--- src/pms_pkg.sv ---
// Overview of operation
// - idle stops only the cpu clock; memories and enabled peripherals keep theirs.
// - any interrupt in idle returns the device to active.
// - standby keeps only the always-on and sensor domains alive, plus retained state.
// - standby ends only on pin, rtc, sensor controller or monitor wake, into active, or on the reset pin, into held.
// - standby wake resumes the cpu where it stopped, with no reset.
// - every pin holds its latched state throughout standby.
// - shutdown powers everything off, always-on domain and sensor too.
// - entering shutdown freezes each pin at its value just before.
// - enabled pin edge in shutdown wakes by reset, never by resume.
// - reset cause register tells pin wake, reset pin and power-on apart.
// - fast clock from crystal or rc in active and idle, else off.
// - medium clock in active, idle and standby; off in shutdown and held.
// - slow clock runs in active, idle, standby; off in shutdown and held.
// - monitor window events interrupt the cpu and can wake standby.
// - each pin is a wake and interrupt source on a chosen edge.
// - watchdog pauses, keeping count, in standby and on debug halt.
package pms_pkg;
	localparam int NPIN = 8;
	localparam logic [7:0] A_CMD = 8'h00;
	localparam logic [7:0] A_STAT = 8'h04;
	localparam logic [7:0] A_CAUSE = 8'h08;
	localparam logic [7:0] A_IRQ = 8'h0c;
	localparam logic [7:0] A_MASK = 8'h10;
	localparam logic [7:0] A_WAKE = 8'h14;
	localparam logic [7:0] A_PWEN = 8'h18;
	localparam logic [7:0] A_PPOL = 8'h1c;
	localparam logic [7:0] A_CFG = 8'h20;
	// mode request codes written to the command register
	localparam logic [1:0] CMD_IDLE = 2'h1;
	localparam logic [1:0] CMD_STBY = 2'h2;
	localparam logic [1:0] CMD_SHDN = 2'h3;
	// reset cause bits, one-hot
	localparam int CAUSE_POR = 0;
	localparam int CAUSE_PIN = 1;
	localparam int CAUSE_SHDN = 2;
	localparam logic [2:0] CAUSE_RST = 3'h1;
	// interrupt status bits
	localparam int IRQ_PIN = 0;
	localparam int IRQ_MON = 1;
	localparam int IRQ_WAKE = 2;
	localparam logic [2:0] MASK_RST = 3'h0;
	// standby wake enable bits
	localparam int WK_RTC = 0;
	localparam int WK_SC = 1;
	localparam int WK_MON = 2;
	localparam logic [2:0] WAKE_RST = 3'h7;
	localparam logic [7:0] PWEN_RST = 8'h00;
	localparam logic [7:0] PPOL_RST = 8'hff;
	// cfg: bit0 fast clock from crystal, bit1 slow clock from crystal
	localparam int CFG_FXTAL = 0;
	localparam int CFG_SXTAL = 1;
	localparam logic [1:0] CFG_RST = 2'h0;

	typedef enum logic [4:0]
	{
		ST_ACTIVE = 5'b00001,
		ST_IDLE = 5'b00010,
		ST_STBY = 5'b00100,
		ST_SHDN = 5'b01000,
		ST_HELD = 5'b10000
	} pms_state_t;

	typedef struct packed
	{
		logic cpu_clk;
		logic flash_on;
		logic sram_on;
		logic sram_ret;
		logic supply_on;
		logic supply_duty;
		logic fast_clk_on;
		logic medium_clk_on;
		logic slow_clk_on;
		logic periph_on;
		logic sensor_on;
		logic aon_on;
		logic brownout_on;
		logic brownout_duty;
		logic por_on;
		logic wdt_avail;
	} pms_gate_t;

	typedef struct packed
	{
		logic fast_crystal_osc;
		logic fast_rc_osc;
		logic medium_rc_osc;
		logic slow_crystal_osc;
		logic slow_rc_osc;
	} pms_osc_t;
endpackage : pms_pkg

--- src/pms_top.sv ---
module pms_top import pms_pkg::*;
(
	// apb
	input wire logic pclk,
	input wire logic presetn,
	input wire logic psel,
	input wire logic penable,
	input wire logic pwrite,
	input wire logic [7:0] paddr,
	input wire logic [31:0] pwdata,
	output logic [31:0] prdata,
	output logic pready,
	output logic pslverr,
	// wake, interrupt, reset and debug halt inputs
	input wire logic reset_pin_n,
	input wire logic cpu_irq,
	input wire logic rtc_evt,
	input wire logic sensor_evt,
	input wire logic monitor_evt,
	input wire logic debug_halt,
	// pins
	input wire logic [NPIN-1:0] pin_in,
	input wire logic [NPIN-1:0] core_out,
	input wire logic [NPIN-1:0] core_oe,
	output logic [NPIN-1:0] pad_out,
	output logic [NPIN-1:0] pad_oe,
	// power control
	output pms_gate_t gates,
	output pms_osc_t oscs,
	output logic wdt_run,
	output logic io_hold,
	output logic cpu_resume,
	output logic sys_reset,
	output logic irq
);
	pms_state_t state;
	pms_state_t next_state;
	logic [2:0] cause;
	logic [2:0] irq_stat;
	logic [2:0] irq_mask;
	logic [2:0] wake_en;
	logic [NPIN-1:0] pin_wen;
	logic [NPIN-1:0] pin_pol;
	logic [1:0] cfg;
	logic [NPIN-1:0] pin_evt;

	// =========================================
	// mode table
	function automatic pms_gate_t gate_of(input pms_state_t s);
		pms_gate_t g;
		g = '0;
		case (s)
			ST_ACTIVE:
			begin
				g = '1;
				g.supply_duty = 1'b0;
				g.brownout_duty = 1'b0;
			end
			ST_IDLE:
			begin
				g = '1;
				g.cpu_clk = 1'b0;
				g.supply_duty = 1'b0;
				g.brownout_duty = 1'b0;
			end
			ST_STBY:
			begin
				g.sram_ret = 1'b1;
				g.supply_duty = 1'b1;
				g.medium_clk_on = 1'b1;
				g.slow_clk_on = 1'b1;
				g.sensor_on = 1'b1;
				g.aon_on = 1'b1;
				g.brownout_duty = 1'b1;
				g.por_on = 1'b1;
			end
			default: g = '0;
		endcase
		return g;
	endfunction : gate_of

	// =========================================
	// apb decode
	wire wr = psel & penable & pwrite;
	wire rd_setup = psel & ~penable & ~pwrite;
	wire hit_cmd = paddr == A_CMD;
	wire hit_stat = paddr == A_STAT;
	wire hit_cause = paddr == A_CAUSE;
	wire hit_irq = paddr == A_IRQ;
	wire hit_mask = paddr == A_MASK;
	wire hit_wake = paddr == A_WAKE;
	wire hit_pwen = paddr == A_PWEN;
	wire hit_ppol = paddr == A_PPOL;
	wire hit_cfg = paddr == A_CFG;
	wire mapped = hit_cmd | hit_stat | hit_cause | hit_irq | hit_mask |
		hit_wake | hit_pwen | hit_ppol | hit_cfg;
	wire [31:0] rdata =
		hit_stat ? {27'h0, state} :
		hit_cause ? {29'h0, cause} :
		hit_irq ? {29'h0, irq_stat} :
		hit_mask ? {29'h0, irq_mask} :
		hit_wake ? {29'h0, wake_en} :
		hit_pwen ? {24'h0, pin_wen} :
		hit_ppol ? {24'h0, pin_pol} :
		hit_cfg ? {30'h0, cfg} : 32'h0;

	assign pready = 1'b1;
	assign pslverr = psel & penable & ~mapped;

	// read data captured in setup so it comes from a flop in access
	always_ff @(posedge pclk or negedge presetn)
	begin
		if (!presetn)
			prdata <= 32'h0;
		else if (rd_setup)
			prdata <= rdata;
	end

	always_ff @(posedge pclk or negedge presetn)
	begin
		if (!presetn)
		begin
			irq_mask <= MASK_RST;
			wake_en <= WAKE_RST;
			pin_wen <= PWEN_RST;
			pin_pol <= PPOL_RST;
			cfg <= CFG_RST;
		end
		else if (wr)
		begin
			if (hit_mask)
				irq_mask <= pwdata[2:0];
			if (hit_wake)
				wake_en <= pwdata[2:0];
			if (hit_pwen)
				pin_wen <= pwdata[NPIN-1:0];
			if (hit_ppol)
				pin_pol <= pwdata[NPIN-1:0];
			if (hit_cfg)
				cfg <= pwdata[1:0];
		end
	end

	// =========================================
	// pin edges and pad latch
	pms_pin_wake u_wake
	(
		.pclk(pclk),
		.presetn(presetn),
		.pin_in(pin_in),
		.pin_en(pin_wen),
		.pin_rise(pin_pol),
		.pin_evt(pin_evt)
	);

	pms_io_hold u_hold
	(
		.pclk(pclk),
		.presetn(presetn),
		.core_out(core_out),
		.core_oe(core_oe),
		.hold(io_hold),
		.pad_out(pad_out),
		.pad_oe(pad_oe)
	);

	// =========================================
	// interrupts
	wire pin_any = |pin_evt;
	wire [2:0] irq_set;
	wire [2:0] irq_clr = (wr & hit_irq) ? pwdata[2:0] : 3'h0;
	wire stby_wake = pin_any | (rtc_evt & wake_en[WK_RTC]) |
		(sensor_evt & wake_en[WK_SC]) | (monitor_evt & wake_en[WK_MON]);

	assign irq_set[IRQ_PIN] = pin_any;
	assign irq_set[IRQ_MON] = monitor_evt;
	assign irq_set[IRQ_WAKE] = (state == ST_STBY) & (next_state == ST_ACTIVE);

	// a set in the clearing cycle wins
	always_ff @(posedge pclk or negedge presetn)
	begin
		if (!presetn)
			irq_stat <= 3'h0;
		else
			irq_stat <= (irq_stat & ~irq_clr) | irq_set;
	end

	assign irq = |(irq_stat & irq_mask);

	// =========================================
	// mode sequencer
	wire cmd_wr = wr & hit_cmd;
	wire [1:0] cmd = pwdata[1:0];

	always_comb
	begin
		next_state = state;
		case (state)
			ST_ACTIVE:
				if (cmd_wr && cmd == CMD_IDLE)
					next_state = ST_IDLE;
				else if (cmd_wr && cmd == CMD_STBY)
					next_state = ST_STBY;
				else if (cmd_wr && cmd == CMD_SHDN)
					next_state = ST_SHDN;
			ST_IDLE:
				if (cpu_irq | irq)
					next_state = ST_ACTIVE;
			ST_STBY:
				if (stby_wake)
					next_state = ST_ACTIVE;
			ST_SHDN:
				if (pin_any)
					next_state = ST_ACTIVE;
			ST_HELD:
				next_state = ST_ACTIVE;
			default:
				next_state = ST_ACTIVE;
		endcase
		if (!reset_pin_n)
			next_state = ST_HELD;
	end

	wire shdn_wake = (state == ST_SHDN) & (next_state == ST_ACTIVE);
	wire stby_resume = (state == ST_STBY) & (next_state == ST_ACTIVE);
	wire next_hold = (next_state == ST_STBY) | (next_state == ST_SHDN);

	always_ff @(posedge pclk or negedge presetn)
	begin
		if (!presetn)
		begin
			state <= ST_ACTIVE;
			io_hold <= 1'b0;
			cpu_resume <= 1'b0;
			sys_reset <= 1'b0;
		end
		else
		begin
			state <= next_state;
			io_hold <= next_hold;
			cpu_resume <= stby_resume;
			sys_reset <= (next_state == ST_HELD) | shdn_wake;
		end
	end

	// power-on reset leaves the por bit set
	always_ff @(posedge pclk or negedge presetn)
	begin
		if (!presetn)
			cause <= CAUSE_RST;
		else if (next_state == ST_HELD)
			cause <= 3'h1 << CAUSE_PIN;
		else if (shdn_wake)
			cause <= 3'h1 << CAUSE_SHDN;
	end

	// =========================================
	// gates and oscillators
	assign gates = gate_of(state);
	assign oscs.fast_crystal_osc = gates.fast_clk_on & cfg[CFG_FXTAL];
	assign oscs.fast_rc_osc = gates.fast_clk_on & ~cfg[CFG_FXTAL];
	assign oscs.medium_rc_osc = gates.medium_clk_on;
	assign oscs.slow_crystal_osc = gates.slow_clk_on & cfg[CFG_SXTAL];
	assign oscs.slow_rc_osc = gates.slow_clk_on & ~cfg[CFG_SXTAL];
	// count is held, not cleared, while paused
	assign wdt_run = gates.wdt_avail & ~debug_halt;
endmodule : pms_top

--- src/pms_pin_wake.sv ---
module pms_pin_wake import pms_pkg::*;
(
	// clock and reset
	input wire logic pclk,
	input wire logic presetn,
	// pins and configuration
	input wire logic [NPIN-1:0] pin_in,
	input wire logic [NPIN-1:0] pin_en,
	input wire logic [NPIN-1:0] pin_rise,
	// per-pin edge pulses
	output logic [NPIN-1:0] pin_evt
);
	logic [NPIN-1:0] prev;

	always_ff @(posedge pclk or negedge presetn)
	begin
		if (!presetn)
			prev <= '0;
		else
			prev <= pin_in;
	end

	// =========================================
	// edge select per pin
	genvar g;
	generate
		for (g = 0; g < NPIN; g++)
		begin : g_pin
			wire rise = pin_in[g] & ~prev[g];
			wire fall = ~pin_in[g] & prev[g];
			assign pin_evt[g] = pin_en[g] & (pin_rise[g] ? rise : fall);
		end
	endgenerate
endmodule : pms_pin_wake

--- src/pms_io_hold.sv ---
module pms_io_hold import pms_pkg::*;
(
	// clock and reset
	input wire logic pclk,
	input wire logic presetn,
	// from the pin mux
	input wire logic [NPIN-1:0] core_out,
	input wire logic [NPIN-1:0] core_oe,
	input wire logic hold,
	// to the pads
	output logic [NPIN-1:0] pad_out,
	output logic [NPIN-1:0] pad_oe
);
	// one cycle behind the core, so the frozen value is the pre-entry one
	always_ff @(posedge pclk or negedge presetn)
	begin
		if (!presetn)
		begin
			pad_out <= '0;
			pad_oe <= '0;
		end
		else if (!hold)
		begin
			pad_out <= core_out;
			pad_oe <= core_oe;
		end
	end
endmodule : pms_io_hold

--- config.mk ---
export PLATFORM = sky130hd
export DESIGN_NAME = pms_top
export DESIGN_NICKNAME = d
export VERILOG_FILES = /design/src/pms_pkg.sv /design/src/pms_top.sv /design/src/pms_pin_wake.sv /design/src/pms_io_hold.sv
export SDC_FILE = /design/constraint.sdc
export NUM_CORES = 1
export LEC_CHECK = 0
export ABC_AREA = 1
export BUFFER_PORTS_ARGS = -buffer_cell sky130_fd_sc_hd__buf_2
export CORE_MARGIN = 2
export CORE_UTILIZATION = 49
export CTS_CLUSTER_SIZE = 20
export DETAILED_ROUTE_END_ITERATION = 12
export GPL_ROUTABILITY_DRIVEN = 0
export PLACE_DENSITY_LB_ADDON = 0.1
export SLEW_MARGIN = 20
export SYNTH_ARGS = -nofsm -noshare
export SYNTH_HDL_FRONTEND = slang
export SYNTH_SLANG_ARGS = --single-unit
--- constraint.sdc ---
create_clock -name pclk -period 2 [get_ports pclk]
set_clock_uncertainty 0.1 [all_clocks]
set_input_delay 0.1 -clock pclk [delete_from_list [all_inputs] [get_ports pclk]]
set_output_delay 0.1 -clock pclk [all_outputs]
set_load 0.005 [all_outputs]
Word level (Yosys, flattened, before mapping)
Index checks and enable logic that the tools add are counted.
Storage, ports and cells
  bits in registers: 94
  latch bits: 0
  memory bits (writable): 0
  ROM bits: 0
  input bits: 75
  output and inout bits: 76
  logic and storage cells: 162
  memories: 0
Operators by class
  $add $sub $neg: 0
  multiply operators: 0
  div/mod/pow operators: 0
  order comparisons: 0
  equal/unequal tests: 19
  shift operators: 0
  muxes and demuxes: 33
  bitwise gates (word level): 81
  reduce and logical (&&, ||, !) cells: 14
Operator list (count)
  $mux W8: 7
  $and A1 B1 Y1: 41
  $mux W5: 7
  $eq A8 B5 Y1 const B: 4
  $not A1 Y1: 22
  $pmux W5 S4: 1
  $eq A8 B4 Y1 const B: 2
  $or A1 B1 Y1: 14
  $mux W1: 11
  $eq A5 B1 Y1 const B: 2
  $eq A5 B3 Y1 const B: 2
  $eq A5 B4 Y1 const B: 2
  $reduce_and A2 Y1: 5
  $mux W3: 3
  $eq A8 B3 Y1 const B: 1
  $eq A8 B6 Y1 const B: 1
  $logic_not A8 Y1: 1
  $reduce_or A8 Y1: 1
  $and A3 B3 Y3: 2
  $pmux W3 S2: 1
  $reduce_or A3 Y1: 2
  $eq A5 B2 Y1 const B: 1
  $eq A5 B5 Y1 const B: 1
  $eq A2 B2 Y1 const B: 2
  8 further kinds: 11

Longest topological paths before layout
  depth after elaboration: 15
  gate-level depth with buffers: 12
  depth with buffers taken out: 12

Cells and area by module
A second synthesis with hierarchy kept.
Unflattened totals
  cells, all modules: 507
  area total of the unflattened synthesis: 3828.7 um^2
Modules (own cells, without submodules)
  pms_top: instances 1, cells each 367, area each 2743.9 um^2, seq. area each 1167.4 um^2
  pms_io_hold: instances 1, cells each 68, area each 644.4 um^2, seq. area each 400.4 um^2
  pms_pin_wake: instances 1, cells each 72, area each 440.4 um^2, seq. area each 200.2 um^2

Worst setup path after synthesis
No wires, ideal clock.
  path kind: register to register
  start: reg state[0]
  end: reg irq_stat[2]
  setup time: 125 ps
  data arrival time: 1300 ps
  data required time: 1775 ps
  path slack: 475 ps
  cell stages (with the launch flop): 10
  buffers on the path: 0
  period minus slack after synthesis: 1525 ps
  cell sequence: dfstp_2 -> nand3_1 -> nor2_4 -> nor2_4 -> nand2_2 -> nand3_1 -> nor2_2 -> nand2_1 -> nand2_1 -> o21ai_1
On the way
  cells in the longest elaborated chain, start to end: 8
  elaborated cells on any way between the ends: 15
  those cells by class: eq/ne (5); mux (8); bitwise (2)
RTL lines
  from (decl): line pms_top.sv:36  | pms_state_t state;
  from (signal assigned): line pms_top.sv:239  | state <= next_state;
  $mux W5: line pms_top.sv:204  | else if (cmd_wr && cmd == CMD_SHDN)
  $mux W5: line pms_top.sv:202  | else if (cmd_wr && cmd == CMD_STBY)
  $mux W5: line pms_top.sv:200  | if (cmd_wr && cmd == CMD_IDLE)
  $pmux W5 S4: line pms_top.sv:198  | case (state)
  $mux W5: line pms_top.sv:220  | if (!reset_pin_n)
  $eq A5 B1 Y1: line pms_top.sv:177  | assign irq_set[IRQ_WAKE] = (state == ST_STBY) & (next_state == ST_ACTIVE);
  $and A1 B1 Y1 *: line pms_top.sv:177
  $or A3 B3 Y3 *: line pms_top.sv:185  | irq_stat <= (irq_stat & ~irq_clr) | irq_set;
  to (signal assigned): line pms_top.sv:185
  to (decl): line pms_top.sv:39  | logic [2:0] irq_stat;
Mark *: on every way between the ends. The rest lies on a longest branch, timed or not.
A chain may end at the register's enable or synchronous reset.

==> impl_summary.log <==
INFO  metric status = complete, no violations
INFO  metric synth_top_area_cell = sky130_fd_sc_hd__dfrtp_1
INFO  metric timing.hold.worst.class = in -> reg
INFO  metric synth.cell_area = 3740 µm²
INFO  metric finalSetupTns = 0 ps
INFO  metric critical_path.cell_chain = inv_2, nand3_1, nor2_2, nor2_4, nand2_1, nand2_1, inv_1, buf_2
INFO  metric worstPathArrival = 1620 ps
INFO  metric critPathCaptureType = primary output
INFO  metric syn2layout_area_growth = 25.7%
INFO  metric post-cts-setup-buffers = 0
INFO  metric timing.critical_path.mode_cell = sky130_fd_sc_hd__nand2_1
INFO  metric ys_async_sr_fraction = 1.00
INFO  metric p_leak = 2.38 nW
INFO  metric chipHeight = 91.4 µm
INFO  metric yosys_synthesis_warning_count = 0
INFO  metric drt-pass1-iter-count = 4
INFO  metric synth_area_leaders = sky130_fd_sc_hd__dfrtp_1 38%, sky130_fd_sc_hd__nand2_1 11%, sky130_fd_sc_hd__dfstp_2 9.1%
INFO  metric finalNetCount = 644
INFO  metric overflow = 0
INFO  metric number_of_synthesized_register_bits = 70
INFO  metric cts_root_buffer = sky130_fd_sc_hd__clkbuf_8
INFO  metric ys_types = 36
INFO  metric synth_seq_area_share = 0.472
INFO  metric vias_per_cell = 4.74
INFO  metric initialDrtViolationCount = 128
INFO  metric cts_tree = done
INFO  metric h-tree-depth = 3
INFO  metric list_of_most_frequent_post_synthesis_cells = 111 x sky130_fd_sc_hd__nand2_1, 57 x sky130_fd_sc_hd__dfrtp_1, 47 x sky130_fd_sc_hd__inv_1
INFO  metric layout_min_cycle_time = 1820 ps
INFO  metric ys.flop_type = sky130_fd_sc_hd__dfrtp_1
INFO  metric core = 7330 µm²
INFO  metric synthesis.area_per_instance = 8.49 µm²
INFO  metric route.detailed.drc = 0
INFO  metric post-route-period-util = 0.910
INFO  metric synth-edff-count = 0
INFO  metric post_synth_inst_count = 441
INFO  metric achievable-frequency = 550 MHz
INFO  metric max_slew_margin = 0.584
INFO  metric worst_skew_late_latency = 350 ps
INFO  metric die_w = 91.4 µm
INFO  metric routed_via_count = 3,190
INFO  metric grt_first_pass_wirelength = 14,300 µm
INFO  metric number_of_cts_inserted_buffers = 9
INFO  metric critical_path_slowest_stage_cell = sky130_fd_sc_hd__dfstp_2
INFO  metric route.detailed.wl_per_inst = 12.5 µm
INFO  metric drive_gt1_frac = 0.336
INFO  metric rsz0062_at_grt = false
INFO  metric io_buffers = 101
INFO  metric wirelength = 8440 µm
INFO  metric grt_antenna_before_repair = 0
INFO  metric power_per_cell_area = 637 nW/µm²
INFO  metric setup.worst_path.class = reg -> out
INFO  metric design.portCount = 151
INFO  metric vdd_ir_drop_max = 391 µV
INFO  metric path_buf_inv = 3
INFO  metric initial_core_util = 0.510
INFO  metric cts_max_path_buffers = 2
INFO  metric pin_count_of_the_biggest_net_entering_global_routing = 71
INFO  metric floorplan.rows = 31
INFO  metric count_of_max_cap_constraint_violations = 0
INFO  metric start_kind = flop
INFO  metric place_hpwl = 6030 µm
INFO  metric post_dp_cell_area = 4180 µm²
INFO  metric cpLargestDelayFamily = flip-flops
INFO  metric diodes = 0
INFO  metric cts-resized-gates = 0
INFO  metric synth.top_cell.area_share = 0.381
INFO  metric vias_in_the_first_global_route = 3,156
INFO  metric crit_required = 1800 ps
INFO  metric worst_setup_hold_path_clk_slew = 80 ps
INFO  metric filler_cell_count = 654
INFO  metric final_standard_cell_area_without_fillers = 4710 µm²
INFO  metric number_of_antenna_violating_nets_in_the_routed_design = 0
INFO  metric post-synth-top-count-cell = sky130_fd_sc_hd__nand2_1
INFO  metric final_hold_viol_count = 0
INFO  metric slew_viol_final = 0
INFO  metric critical_path.max_fanout = 7
INFO  metric worstMarginPinSlew = 625 ps
INFO  metric die_area = 8350 µm²
INFO  metric global_route.usage.total = 0.216
INFO  metric p_total = 3.00 mW
INFO  metric final_setup_vio_count = 0
INFO  metric clock_sinks = 70
INFO  metric critPathMaxStageDelay = 540 ps
-- state kept, by name (all words and copies together), names as in the netlist, 3 cells and up --
signal          cells
cause               3
irq_mask            3
irq_stat            3
pin_pol             8
pin_wen             8
prdata              8
state               5
u_hold.pad_oe       8
u_hold.pad_out      8
u_wake.prev         8
wake_en             3
-- worst register-to-register path: cells and delay by family, from the launching register on --
kind            cells  cell delay (ps)
simple gates        8              920
flops               1              380
buf+inv             1              150
compound gates      1               80
-- path summary, 6_finish.rpt --
check                               to  cells past startpoint  slack, ps      start
max                            oscs[1]                      8        180   state[0]
min                             cfg[0]                      3         90  pwdata[0]
max reg2reg                irq_stat[2]                     10        250   state[1]
min reg2reg                   cause[0]                      2        380   cause[0]
max in group asynchronous     cause[0]                      3       1260    presetn
min in group asynchronous   pin_wen[3]                      3        200    presetn
-- power breakdown --
group,internal (mW),total (mW),switching [mW]
sequential,1.47,1.50,0.0272
combinational,0.160,0.340,0.180
clock,0.580,1.16,0.580
total,2.21,3.00,0.787
-- metal layers --
layer / GRT usage / up-vias / part of all wire
li1: - / 1596 / -
met1: 0.272 / 1458 / 0.45
met2: 0.353 / 117 / 0.46
met3: 0.0448 / 19 / 0.061
met4: 0.102 / 0 / 0.032
met5: 0 / - / 0
-- logic make-up after synthesis --
group / count (synthesis) / synth area share
multiplexers: 16 / 0.0481
AND/OR/NAND/NOR: 198 / 0.257
AO/OA/AOI/OAI: 57 / 0.0819
other: 2 / 0.00201
flip-flops: 70 / 0.472
buffers and inverters: 98 / 0.139
-- area by class of cell --
class	count	area (µm²)	share of cell area
clock inverters	7	73.8	0.0157
well taps	99	124	0.0263
inverters	56	211	0.0449
multi-input cells	296	1540	0.328
flip-flops and latches	70	1770	0.376
clock buffers	9	124	0.0263
repair buffers	136	863	0.183
-- stage by stage --
step / std cells / util / setup slack [ps] / hold slack [ps]
floorplan: 464 / - / 475 / -296
global placement: 624 / 0.570 / 292 / 52.6
detailed placement: 624 / 0.570 / 275 / 55.0
CTS: 673 / 0.642 / 163 / 81.8
global route: 673 / 0.642 / 70.6 / 115
finish: 673 / 0.642 / 181 / 88.6
-- repair_timing --
item / CTS / global route
hold buffers: 33 / 0
endpoints found under the setup margin: 0 / 0
endpoints found under the hold margin: 118 / 0
-- placed cells by master, fill, tap and decap left out, types with 2 or more instances in the layout --
cell,synthesis,routed
sky130_fd_sc_hd__nand4_1,3,3
sky130_fd_sc_hd__nor2_1,20,20
sky130_fd_sc_hd__nor2_4,8,8
sky130_fd_sc_hd__dfstp_2,13,13
sky130_fd_sc_hd__clkinv_2,1,3
sky130_fd_sc_hd__clkinv_4,0,2
sky130_fd_sc_hd__o21ai_0,34,34
sky130_fd_sc_hd__nor2_2,6,6
sky130_fd_sc_hd__nand3_2,4,4
sky130_fd_sc_hd__dlygate4sd3_1,0,33
sky130_fd_sc_hd__clkbuf_8,0,9
sky130_fd_sc_hd__dfrtp_1,57,57
sky130_fd_sc_hd__conb_1,2,25
sky130_fd_sc_hd__or2_2,2,2
sky130_fd_sc_hd__nor4_1,2,2
sky130_fd_sc_hd__o21ai_1,10,10
sky130_fd_sc_hd__nor3_1,2,2
sky130_fd_sc_hd__buf_2,3,101
sky130_fd_sc_hd__nand3_1,25,25
sky130_fd_sc_hd__nand2_1,111,111
sky130_fd_sc_hd__inv_2,7,7
sky130_fd_sc_hd__nand2_2,11,11
sky130_fd_sc_hd__inv_1,47,47
sky130_fd_sc_hd__mux2_2,16,16
sky130_fd_sc_hd__a21oi_1,7,7
(Power assumes the default switching activity.)
